==> src/common/iep_pkg.sv <==
package iep_pkg;
  // ****************************************
  // widths and counts
  // ****************************************
  localparam int NUM_SRC = 7;
  localparam int ADDR_W = 8;
  localparam int DATA_W = 8;
  localparam int LVL_W = 2;
  localparam int SRC_W = 3;
  // ****************************************
  // register offsets
  // ****************************************
  localparam logic [7:0] ADDR_ENABLE = 8'hA8;
  localparam logic [7:0] ADDR_PRIO_LOW = 8'hB8;
  localparam logic [7:0] ADDR_PRIO_HIGH = 8'hB7;
  localparam logic [7:0] ADDR_BITOP = 8'hB0;
  localparam logic [7:0] ADDR_STATUS = 8'hB1;
  localparam logic [7:0] ADDR_MASK = 8'hB2;
  localparam logic [7:0] ADDR_ACTIVE = 8'hB3;
  // ****************************************
  // field positions and reset values
  // ****************************************
  localparam int GLOBAL_EN_BIT = 7;
  localparam int BITOP_SEL_LSB = 0;
  localparam int BITOP_REG_BIT = 3;
  localparam int BITOP_VAL_BIT = 7;
  localparam logic [7:0] ENABLE_RST = 8'h00;
  localparam logic [7:0] PRIO_RST = 8'h00;
  localparam logic [7:0] ZERO8 = 8'h00;
  localparam logic [6:0] SRC_MASK = 7'h7F;
  // status bits: 0 grant issued, 1 preempt grant, 2 grant refused by nesting
  localparam int EV_GRANT = 0;
  localparam int EV_PREEMPT = 1;
  localparam int EV_BLOCKED = 2;
  localparam int NUM_EV = 3;
  localparam logic [1:0] LVL_TOP = 2'h3;
  localparam logic [3:0] ACTIVE_NONE = 4'h0;
  // source indices, which are also the enable register bit positions
  localparam logic [2:0] SRC_EXT0 = 3'h0;
  localparam logic [2:0] SRC_TMR0 = 3'h1;
  localparam logic [2:0] SRC_EXT1 = 3'h2;
  localparam logic [2:0] SRC_TMR1 = 3'h3;
  localparam logic [2:0] SRC_SER = 3'h4;
  localparam logic [2:0] SRC_TMR2 = 3'h5;
  localparam logic [2:0] SRC_CNTARR = 3'h6;
endpackage : iep_pkg

==> src/logic/iep_arbiter.sv <==
`timescale 1ns/10ps
`default_nettype none
// ****************************************
// combinational pick of the best request
// ****************************************
module iep_arbiter #(
  parameter int N = iep_pkg::NUM_SRC
) (
  input wire logic [N-1:0] i_req,
  input wire logic [N-1:0] i_prio_high,
  input wire logic [N-1:0] i_prio_low,
  output logic o_any,
  output logic [iep_pkg::SRC_W-1:0] o_src,
  output logic [iep_pkg::LVL_W-1:0] o_lvl
);
  import iep_pkg::*;

  // the source index must be able to name every source
  generate
    if (N < 1 || N > (1 << SRC_W)) begin : g_bad_n
      $error("iep_arbiter source count does not fit the index width");
    end
  endgenerate

  logic [LVL_W-1:0] lvl [N];

  genvar g;
  generate
    for (g = 0; g < N; g++) begin : g_lvl
      assign lvl[g] = {i_prio_high[g], i_prio_low[g]};
    end
  endgenerate

  always_comb begin
    o_any = 1'b0;
    o_src = '0;
    o_lvl = '0;
    // lowest index scans first; only a strictly higher level displaces it
    for (int k = 0; k < N; k++) begin
      if (i_req[k] && (!o_any || (lvl[k] > o_lvl))) begin
        o_any = 1'b1;
        o_src = SRC_W'(k);
        o_lvl = lvl[k];
      end
    end
  end
endmodule : iep_arbiter
`default_nettype wire

==> src/logic/iep_controller.sv <==
`timescale 1ns/10ps
`default_nettype none
module iep_controller #(
  parameter int NSRC = iep_pkg::NUM_SRC
) (
  input wire logic I_CLK,
  input wire logic I_RST,
  input wire logic I_CE,
  input wire logic [iep_pkg::ADDR_W-1:0] I_ADDR,
  input wire logic [iep_pkg::DATA_W-1:0] I_WDATA,
  input wire logic I_WR,
  input wire logic I_RD,
  output logic [iep_pkg::DATA_W-1:0] O_RDATA,
  input wire logic [iep_pkg::NUM_SRC-1:0] I_SRC_REQ,
  input wire logic I_ACK,
  input wire logic I_RETI,
  output logic O_CORE_REQ,
  output logic [iep_pkg::SRC_W-1:0] O_CORE_SRC,
  output logic [iep_pkg::LVL_W-1:0] O_CORE_LVL,
  output logic O_IRQ
);
  import iep_pkg::*;

  // ****************************************
  // elaboration checks
  // ****************************************
  generate
    if (NSRC != NUM_SRC) begin : g_bad_nsrc
      $error("iep_controller serves exactly seven sources");
    end
  endgenerate

  // ****************************************
  // state
  // ****************************************
  logic [7:0] enable_reg, enable_next;
  logic [NUM_SRC-1:0] prio_low_reg, prio_low_next;
  logic [NUM_SRC-1:0] prio_high_reg, prio_high_next;
  logic [NUM_EV-1:0] status_reg, status_next;
  logic [NUM_EV-1:0] mask_reg, mask_next;
  // one bit per level currently in service (nesting stack)
  logic [3:0] active_reg, active_next;
  logic [7:0] rdata_reg, rdata_next;
  logic core_req_reg, core_req_next;
  logic [SRC_W-1:0] core_src_reg, core_src_next;
  logic [LVL_W-1:0] core_lvl_reg, core_lvl_next;
  logic irq_reg, irq_next;

  // ****************************************
  // gating and arbitration
  // ****************************************
  logic [NUM_SRC-1:0] gated_req;
  logic arb_any;
  logic [SRC_W-1:0] arb_src;
  logic [LVL_W-1:0] arb_lvl;
  logic [LVL_W-1:0] run_lvl;
  logic running;
  logic may_preempt;

  // per-source enable bits sit at the source index; bit 7 gates them all
  genvar g;
  generate
    for (g = 0; g < NUM_SRC; g++) begin : g_gate
      assign gated_req[g] = I_SRC_REQ[g] & enable_reg[g]
                            & enable_reg[GLOBAL_EN_BIT];
    end
  endgenerate

  iep_arbiter #(
    .N(NUM_SRC)
  ) u_arb (
    .i_req(gated_req),
    .i_prio_high(prio_high_reg),
    .i_prio_low(prio_low_reg),
    .o_any(arb_any),
    .o_src(arb_src),
    .o_lvl(arb_lvl)
  );

  always_comb begin
    running = |active_reg;
    run_lvl = '0;
    for (int k = 0; k < (1 << LVL_W); k++) begin
      if (active_reg[k]) begin
        run_lvl = LVL_W'(k);
      end
    end
  end

  // level 3 in service: nothing is strictly above it, so nothing preempts
  assign may_preempt = !running || (arb_lvl > run_lvl);

  // ****************************************
  // grant and nesting
  // ****************************************
  logic grant_take;
  assign grant_take = core_req_reg && I_ACK;

  always_comb begin
    core_req_next = core_req_reg;
    core_src_next = core_src_reg;
    core_lvl_next = core_lvl_reg;
    active_next = active_reg;
    if (I_RETI) begin
      for (int k = (1 << LVL_W) - 1; k >= 0; k--) begin
        if (active_reg[k] && (LVL_W'(k) == run_lvl)) begin
          active_next[k] = 1'b0;
        end
      end
    end
    if (grant_take) begin
      active_next[core_lvl_reg] = 1'b1;
      core_req_next = 1'b0;
    end else begin
      // request offer follows the arbiter while the core has not taken it
      core_req_next = arb_any && may_preempt && !I_RETI;
      core_src_next = arb_src;
      core_lvl_next = arb_lvl;
    end
  end

  // ****************************************
  // register bus
  // ****************************************
  logic bitop_wr;
  logic [2:0] bitop_sel;
  logic bitop_val;
  assign bitop_wr = I_WR && (I_ADDR == ADDR_BITOP);
  assign bitop_sel = I_WDATA[BITOP_SEL_LSB +: SRC_W];
  assign bitop_val = I_WDATA[BITOP_VAL_BIT];

  always_comb begin
    enable_next = enable_reg;
    prio_low_next = prio_low_reg;
    prio_high_next = prio_high_reg;
    mask_next = mask_reg;
    if (I_WR) begin
      case (I_ADDR)
        ADDR_ENABLE: enable_next = I_WDATA;
        ADDR_PRIO_LOW: prio_low_next = I_WDATA[NUM_SRC-1:0];
        ADDR_PRIO_HIGH: prio_high_next = I_WDATA[NUM_SRC-1:0];
        ADDR_MASK: mask_next = I_WDATA[NUM_EV-1:0];
        default: ;
      endcase
    end
    // single-bit set or clear; bit 3 selects low priority instead of enable
    if (bitop_wr) begin
      if (I_WDATA[BITOP_REG_BIT]) begin
        if (bitop_sel != SRC_W'(NUM_SRC)) begin
          prio_low_next[bitop_sel] = bitop_val;
        end
      end else begin
        enable_next[bitop_sel] = bitop_val;
      end
    end
  end

  always_comb begin
    rdata_next = ZERO8;
    if (I_RD) begin
      case (I_ADDR)
        ADDR_ENABLE: rdata_next = enable_reg;
        ADDR_PRIO_LOW: rdata_next = {1'b0, prio_low_reg};
        ADDR_PRIO_HIGH: rdata_next = {1'b0, prio_high_reg};
        ADDR_STATUS: rdata_next = {5'h00, status_reg};
        ADDR_MASK: rdata_next = {5'h00, mask_reg};
        ADDR_ACTIVE: rdata_next = {4'h0, active_reg};
        default: rdata_next = ZERO8;
      endcase
    end
  end

  // ****************************************
  // interrupt status
  // ****************************************
  logic [NUM_EV-1:0] ev;
  logic [NUM_EV-1:0] clr;
  assign ev[EV_GRANT] = grant_take;
  assign ev[EV_PREEMPT] = grant_take && running;
  assign ev[EV_BLOCKED] = arb_any && !may_preempt;
  assign clr = (I_WR && (I_ADDR == ADDR_STATUS)) ? I_WDATA[NUM_EV-1:0] : '0;

  always_comb begin
    // set wins over a same-cycle clear
    status_next = (status_reg & ~clr) | ev;
    irq_next = |(status_next & mask_next);
  end

  // ****************************************
  // registers
  // ****************************************
  // ****************************************
  // software-visible configuration
  // ****************************************
  always_ff @(posedge I_CLK or posedge I_RST) begin
    if (I_RST) begin
      enable_reg <= ENABLE_RST;
      prio_low_reg <= PRIO_RST[NUM_SRC-1:0];
      prio_high_reg <= PRIO_RST[NUM_SRC-1:0];
      mask_reg <= '0;
    end else if (I_CE) begin
      enable_reg <= enable_next;
      prio_low_reg <= prio_low_next;
      prio_high_reg <= prio_high_next;
      mask_reg <= mask_next;
    end
  end

  // ****************************************
  // nesting and core offer
  // ****************************************
  always_ff @(posedge I_CLK or posedge I_RST) begin
    if (I_RST) begin
      active_reg <= ACTIVE_NONE;
      core_req_reg <= 1'b0;
      core_src_reg <= '0;
      core_lvl_reg <= '0;
    end else if (I_CE) begin
      active_reg <= active_next;
      core_req_reg <= core_req_next;
      core_src_reg <= core_src_next;
      core_lvl_reg <= core_lvl_next;
    end
  end

  // ****************************************
  // status and interrupt line
  // ****************************************
  always_ff @(posedge I_CLK or posedge I_RST) begin
    if (I_RST) begin
      status_reg <= '0;
      irq_reg <= 1'b0;
    end else if (I_CE) begin
      status_reg <= status_next;
      irq_reg <= irq_next;
    end
  end

  // ****************************************
  // read data
  // ****************************************
  always_ff @(posedge I_CLK or posedge I_RST) begin
    if (I_RST) begin
      rdata_reg <= ZERO8;
    end else if (I_CE) begin
      rdata_reg <= rdata_next;
    end
  end

  assign O_RDATA = rdata_reg;
  assign O_CORE_REQ = core_req_reg;
  assign O_CORE_SRC = core_src_reg;
  assign O_CORE_LVL = core_lvl_reg;
  assign O_IRQ = irq_reg;
endmodule : iep_controller
`default_nettype wire

==> config.mk <==
export PLATFORM = sky130hd
export DESIGN_NAME = iep_controller
export DESIGN_NICKNAME = d
export VERILOG_FILES = /design/src/common/iep_pkg.sv /design/src/logic/iep_arbiter.sv /design/src/logic/iep_controller.sv
export SDC_FILE = /design/constraint.sdc
export NUM_CORES = 1
export LEC_CHECK = 0
export BUFFER_PORTS_ARGS = -buffer_cell sky130_fd_sc_hd__buf_2
export CAP_MARGIN = 10
export CORE_MARGIN = 2
export CORE_UTILIZATION = 30
export DETAILED_ROUTE_END_ITERATION = 12
export PLACE_DENSITY = 0.43
export RECOVER_POWER = 50
export SLEW_MARGIN = 0
export SYNTH_ARGS = -nofsm -noshare
export SYNTH_HDL_FRONTEND = slang
export SYNTH_SLANG_ARGS = --single-unit
export TNS_END_PERCENT = 10
==> constraint.sdc <==
create_clock -name I_CLK -period 11.4 [get_ports I_CLK]
set_clock_uncertainty 0.2 [all_clocks]
set_input_delay 1.14 -clock I_CLK [delete_from_list [all_inputs] [get_ports I_CLK]]
set_output_delay 1.14 -clock I_CLK [all_outputs]
set_load 0.05 [all_outputs]
---- Yosys cells after proc, flatten, opt, wreduce, memory -nomap -nowiden ----
Index checks and enable logic that the tools add are counted.
cells by class
  order comparisons ....................... 11
  eq/ne operators ......................... 11
  multiplexer cells ....................... 50
  bitwise logic cells ..................... 20
  reductions and logical operators ........ 40
operators with widths
  cell                  count
  $eq A8 B8 Y1 const B  7
  $pmux W8 S6           1
  $mux W8               5
  $mux W7               5
  $mux W2               11
  $logic_and A1 B1 Y1   19
  $mux W3               6
  $mux W1               16
  $and A1 B1 Y1         14
  $gt A2 B2 Y1          7
  $logic_not A1 Y1      9
  $bwmux W8             1
  $mux W4               2
  $bwmux W7             1
  $logic_or A1 B1 Y1    7
  $and A3 B3 Y3         2
  $eq A2 B2 Y1 const A  2
  $lt A3 B4 Y1 const B  1
  $or A4 B4 Y4          1
  $reduce_or A4 Y1      1
  $demux W1 S3          1
  $ge A3 B1 Y1 const B  1
  $lt A2 B3 Y1 const B  1
  $ne A3 B3 Y1 const B  1
  other kinds (10)      10
storage, ports and cells
  flip-flop bits (word level) ............. 47
  input port bits ......................... 30
  output and inout bits ................... 15
  word-level logic and storage cells ...... 143

---- Depth between registers and ports, before layout ----
  depth in word-level cells ............... 34
  gate-level depth with buffers ........... 47
  depth with buffers taken out ............ 44

---- Cells and area by module ----
A second synthesis with hierarchy kept.
unflattened totals
  cells, all modules ...................... 392
  area, all modules ....................... 3569.7 um2
modules (own cells, without submodules)
  module          times used  cells each  area each (um2)  sequential area each (um2)
  iep_controller  1           300         2881.5           1176.1
  iep_arbiter     1           92          688.2            0.0

---- Worst setup path before layout ----
OpenSTA, ideal clock, no wires.
  path type ............................... input -> register
  start point ............................. input I_SRC_REQ[0] (netlist name)
  end point ............................... register irq_reg, in the netlist O_IRQ
  library setup time ...................... 0.126 ns
  data arrival time ....................... 9.350 ns
  required time ........................... 11.074 ns
  setup slack ............................. 1.724 ns
  stages on the path ...................... 44
  buffers on the path ..................... 2
  cells stage by stage .................... and3_1 -> clkbuf_1 -> nand2_1 -> ha_1 -> nor2b_1 -> o21ai_0 -> o211a_1 -> nor2_1 -> ha_1 -> nor2b_1 -> a2bb2oi_1 -> o2111a_1 -> o32ai_4 -> ha_1 -> nor2b_1 -> o2111ai_1 -> a21bo_2 -> mux2_2 -> (+8 left out) -> o21ai_0 -> a21oi_2 -> mux2i_1 -> ha_1 -> nor2b_1 -> o21ai_0 -> a21oi_2 -> or2_1 -> buf_6 -> inv_1 -> a21oi_1 -> ha_1 -> nor2b_1 -> a2bb2oi_1 -> nor2_1 -> a32oi_1 -> nor2_1 -> o32a_1
on the way
  word-level cells in the longest chain between the ends .. 34
  elaborated cells on any way between the ends .. 47
  classes of those cells .................. order compare: 7; mux: 14; bitwise: 4; reduce/logical: 22
ends and longest elaborated chain
  what                                                     line                   RTL
  start: declaration                                       iep_controller.sv:14   input wire logic [iep_pkg::NUM_SRC-1:0] I_SRC_REQ,
  $and A1 B1 Y1 (*)                                        iep_controller.sv:64   assign gated_req[g] = I_SRC_REQ[g] & enable_reg[g]
  $and A1 B1 Y1 (*)                                        iep_controller.sv:65   & enable_reg[GLOBAL_EN_BIT];
  $mux W2 / $mux W1 (equally long branches)                iep_arbiter.sv:40      if (i_req[k] && (!o_any || (lvl[k] > o_lvl))) begin
  $gt A2 B2 Y1 / $logic_not A1 Y1 (equally long branches)  iep_arbiter.sv:40
  $logic_or A1 B1 Y1                                       iep_arbiter.sv:40
  $logic_and A1 B1 Y1                                      iep_arbiter.sv:40
  $mux W2 / $mux W1 (equally long branches)                iep_arbiter.sv:40
  $gt A2 B2 Y1 / $logic_not A1 Y1 (equally long branches)  iep_arbiter.sv:40
  (+19 left out)                                           --
  named net arb_lvl[1]                                     iep_controller.sv:55   logic [LVL_W-1:0] arb_lvl;
  $gt A2 B2 Y1 (*)                                         iep_controller.sv:91   assign may_preempt = !running || (arb_lvl > run_lvl);
  $logic_or A1 B1 Y1 (*)                                   iep_controller.sv:91
  $logic_not A1 Y1 (*)                                     iep_controller.sv:180  assign ev[EV_BLOCKED] = arb_any && !may_preempt;
  $logic_and A1 B1 Y1 (*)                                  iep_controller.sv:180
  $or A3 B3 Y3 (*)                                         iep_controller.sv:185  status_next = (status_reg & ~clr) | ev;
  $and A3 B3 Y3 (*)                                        iep_controller.sv:186  irq_next = |(status_next & mask_next);
  $reduce_or A3 Y1 (*)                                     iep_controller.sv:186
  end signal: assignment                                   iep_controller.sv:235  irq_reg <= irq_next;
  end: declaration                                         iep_controller.sv:47   logic irq_reg, irq_next;
The timed path passes the listed nets; every way through them passes the cells marked *.
A chain may end at the register's enable or synchronous reset.

---- Worst setup path after layout ----
Ends and elaborated chain as after synthesis.

==> summary.md <==
* finished with violations — result of the run
* max-capacitance violations, max-slew violations — violations in the final reports
* 48 — pin count of the biggest net entering global routing
* 43 — R2R depth
* 0 — Hold Vio Cnt, Final
* 0 — DRC violations left
* 94 — max-slew violation total from the final report
* 8.64 µm² — Avg Cell Area, Syn
* 0 — post-route ant nets
* 44 — Port Buf Inserts
* yes — clock tree from TritonCTS
* 45 — # IOs
* register — critical path endpoint category
* sky130_fd_sc_hd__dfrtp_1 (47), sky130_fd_sc_hd__a21oi_1 (42), sky130_fd_sc_hd__nand2_1 (32), sky130_fd_sc_hd__o21ai_0 (28), sky130_fd_sc_hd__nor2_1 (20) — list of most frequent post-synthesis cells
* no — setup repair after global routing missed its margin
* 428 — Net Count, Synth
* 0% — post-synthesis share of cell area spent on xor and xnor gates
* sky130_fd_sc_hd__dfrtp_1 (35%), sky130_fd_sc_hd__a21oi_1 (6.3%), sky130_fd_sc_hd__ha_1 (5.3%) — leading post-synthesis cells by cell area
* 38 — count of standard-cell rows
* 0 — Remaining Overflow, GRT
* 11.40 ns — Required @ worst endpoint
* 0.30 ns — insertion delay to the later sink of the worst-skew pair
* 8150 µm — DP Wirelength
* -22.9% — Max-slew headroom
* 0.0000401 V — maximum vdd drop
* 109 µm — x dimension of the die
* sky130_fd_sc_hd__dfrtp_1 — post-synth top area cell
* 28.8% — Synth Area in Compound Gates
* reg -> reg — worst hold path type
* 91.1 nW/µm² — Cell Pwr Density
* sky130_fd_sc_hd__dfrtp_1 — most frequent cell after synthesis
* 2 — number of H-tree branching levels
* 0 — count of final setup violators
* 3320 µm² — post-synthesis instance area
* 0 — post-CTS setup buffer count
* 0 ns — setup_tns
* 0.000338 W — overall power after layout
* 2 — max-capacitance violation count
* enable_reg[7]$_DFFE_PP0P_ — launch instance of the worst register-to-register path
* 0 — EDFF count, synth
* 18.7% — total routing usage reported by global routing
* 19.1% — fraction of the mapped netlist area in simple logic gates
* 147 — number of violations reported at the end of detailed-routing iteration 0
* 1 — cell count of the worst hold path
* 3710 µm² — Final Cell Area
* sky130_fd_sc_hd__ha_1 — most frequent cell on the critical path
* 6.79% — multiplexer fraction of the synthesized cell area
* 2 — CTS Buffer Depth
* 0.811 — final weighted congestion of routability-driven global placement
* 3131 — via total after detailed routing
* 47 — total of flip-flops plus latches after synthesis
* 0.41 ns — critical path's largest stage delay
* 30.7% — initial cell density of the core
* sky130_fd_sc_hd__dfrtp_1 — Synth Flop Type
* O_RDATA[1]$_DFFE_PP0P_ — Worst Hold Path EP
* 10800 µm² — area of the core
* 10.25 ns — time the final worst path needs with I/O delays and setup
* 3055 — vias in the first global route
* 35.4% — area share of the leading cell type in the synthesized netlist
* 0 — number of resized instances in the post-cts repair step
* 109 µm — die height
* 0.10 ns — Clock transition at path regs
* 47 — clock sink count
* 10.25 ns — arrival time at the worst endpoint
* 1128 — fillers
* sky130_fd_sc_hd__o31ai_1 — slowest library cell on the worst path
* 0 — number of buffers inserted for hold repair after clock tree synthesis
* 10400 µm — total wire length after detailed routing
* 384 — synthesized instance count
* 11.8% — layout overhead on the synthesized area
* O_IRQ$_DFFE_PP0P_ — endpoint of the worst register-to-register path
* 5.58% — post-synthesis adder-cell area fraction
* 18.8 µm — Wirelength per Cell
* 1.58 nW — Static Leakage
* 3630 µm² — cell area after placement
* 89.9% — share of the clock period used by the worst path after layout
* 0 — number of antenna violations at the first check in global routing
* 0 — number of warning messages in the yosys log
* 0 — count of inserted antenna diode cells
* compound AO/OA/AOI/OAI gates — largest family of logic cells by synthesized area
* 97.5 MHz — maximum clock frequency
* sky130_fd_sc_hd__clkbuf_8 — Root Driver
* 60 — post-synthesis cell type count
* 5.63 — mean number of vias per cell
* 11900 µm² — Die Area
* 1.16 ns — internal reg-to-reg setup slack
* 459 — number of nets in the layout
* 4 — detailed-router iteration count before antenna repair
* 5 — Num CTS Buffers
* 1.84 ns — slew of the pin with the lowest slew margin
* 9 — CP max FO
* O_RDATA[1]$_DFFE_PP0P_ — worst hold start
* 16.8% — share of final-layout standard cells stronger than drive strength 1
* primary input — CP Launch Type
* in -> reg — category of the most critical setup path
* 100% — fraction of registers with async set/reset
* 17100 µm — wire length of the first global-routing pass
* 35.4% — post-synthesis sequential area ratio
[where the power goes]
part / switching, W / internal (W) / total [W]
sequential: 0.00000976 / 0.000173 / 0.000183
combinational: 0.0000346 / 0.0000161 / 0.0000507
clock: 0.0000617 / 0.0000429 / 0.000105
total: 0.000106 / 0.000232 / 0.000338
[cell usage in the layout (no fill, tap or decap), drive strengths merged, types with 4 or more instances in the layout]
cell,netlist,final
buf,2,37
o21ai,32,32
a21o,4,4
and3,4,4
inv,16,16
a22o,4,4
nand3,13,13
nor3,6,6
mux2,12,12
o2bb2ai,7,7
or3,4,4
nand2,32,32
dfrtp,47,47
nor2b,8,8
clkbuf,18,12
nand4,9,9
or2,6,6
a21oi,45,45
o22ai,14,14
nand2b,4,4
a22oi,5,5
ha,14,14
nor2,20,20
mux2i,9,9
[cell families (layout without fill, tap and decap cells)]
logic type               after synthesis  count (layout)
flip-flops                            47              47
multiplexers                          21              21
adder cells (fa/ha/maj)               15              15
AO/OA/AOI/OAI                        144             144
AND/OR/NAND/NOR                      121             121
buffers and inverters                 36              68
[layer usage]
layer	GRT usage (%)	part of all wire, %	vias up
li1	-	-	1518
met1	27.0	49	1527
met2	29.7	46	76
met3	2.87	4.0	10
met4	3.71	1.3	0
met5	0	0	-
[final cells by class]
cell class	instances	area (µm²)	area share, %
multi-input cells	301	2000	53.9
repair buffers	44	211	5.70
clock inverters	3	20.0	0.540
well taps	140	175	4.72
clock buffers	5	68.8	1.85
flip-flops and latches	47	1180	31.7
inverters	16	60.1	1.62
[how the worst max path moves through the flow]
stage                                          from                end
after floorplan                        I_SRC_REQ[0]  O_IRQ$_DFFE_PP0P_
after global placement                 I_SRC_REQ[0]  O_IRQ$_DFFE_PP0P_
after detailed placement               I_SRC_REQ[0]  O_IRQ$_DFFE_PP0P_
after CTS                              I_SRC_REQ[0]  O_IRQ$_DFFE_PP0P_
after global routing      enable_reg[7]$_DFFE_PP0P_  O_IRQ$_DFFE_PP0P_
final                                  I_SRC_REQ[0]  O_IRQ$_DFFE_PP0P_
[critical path, delay by kind of cell]
family | cells | cell delay, ns
fa+ha+maj | 7 | 1.99
simple gates | 14 | 1.83
buf+inv | 2 | 0.18
compound gates | 19 | 4.61
mux | 2 | 0.51
[per-stage QoR]
step / setup slack [ns] / util (%) / instances / hold slack, ns
after global routing: 0.191 / 34.4 / 556 / 0.313
after CTS: 1.14 / 34.5 / 556 / 0.298
after global placement: 1.12 / 33.6 / 548 / 0.268
after floorplan: 1.72 / - / 384 / 0.282
final: 1.15 / 34.4 / 556 / 0.293
after detailed placement: 0.838 / 33.6 / 548 / 0.273
No activity file was read; power rests on OpenSTA's default activity.
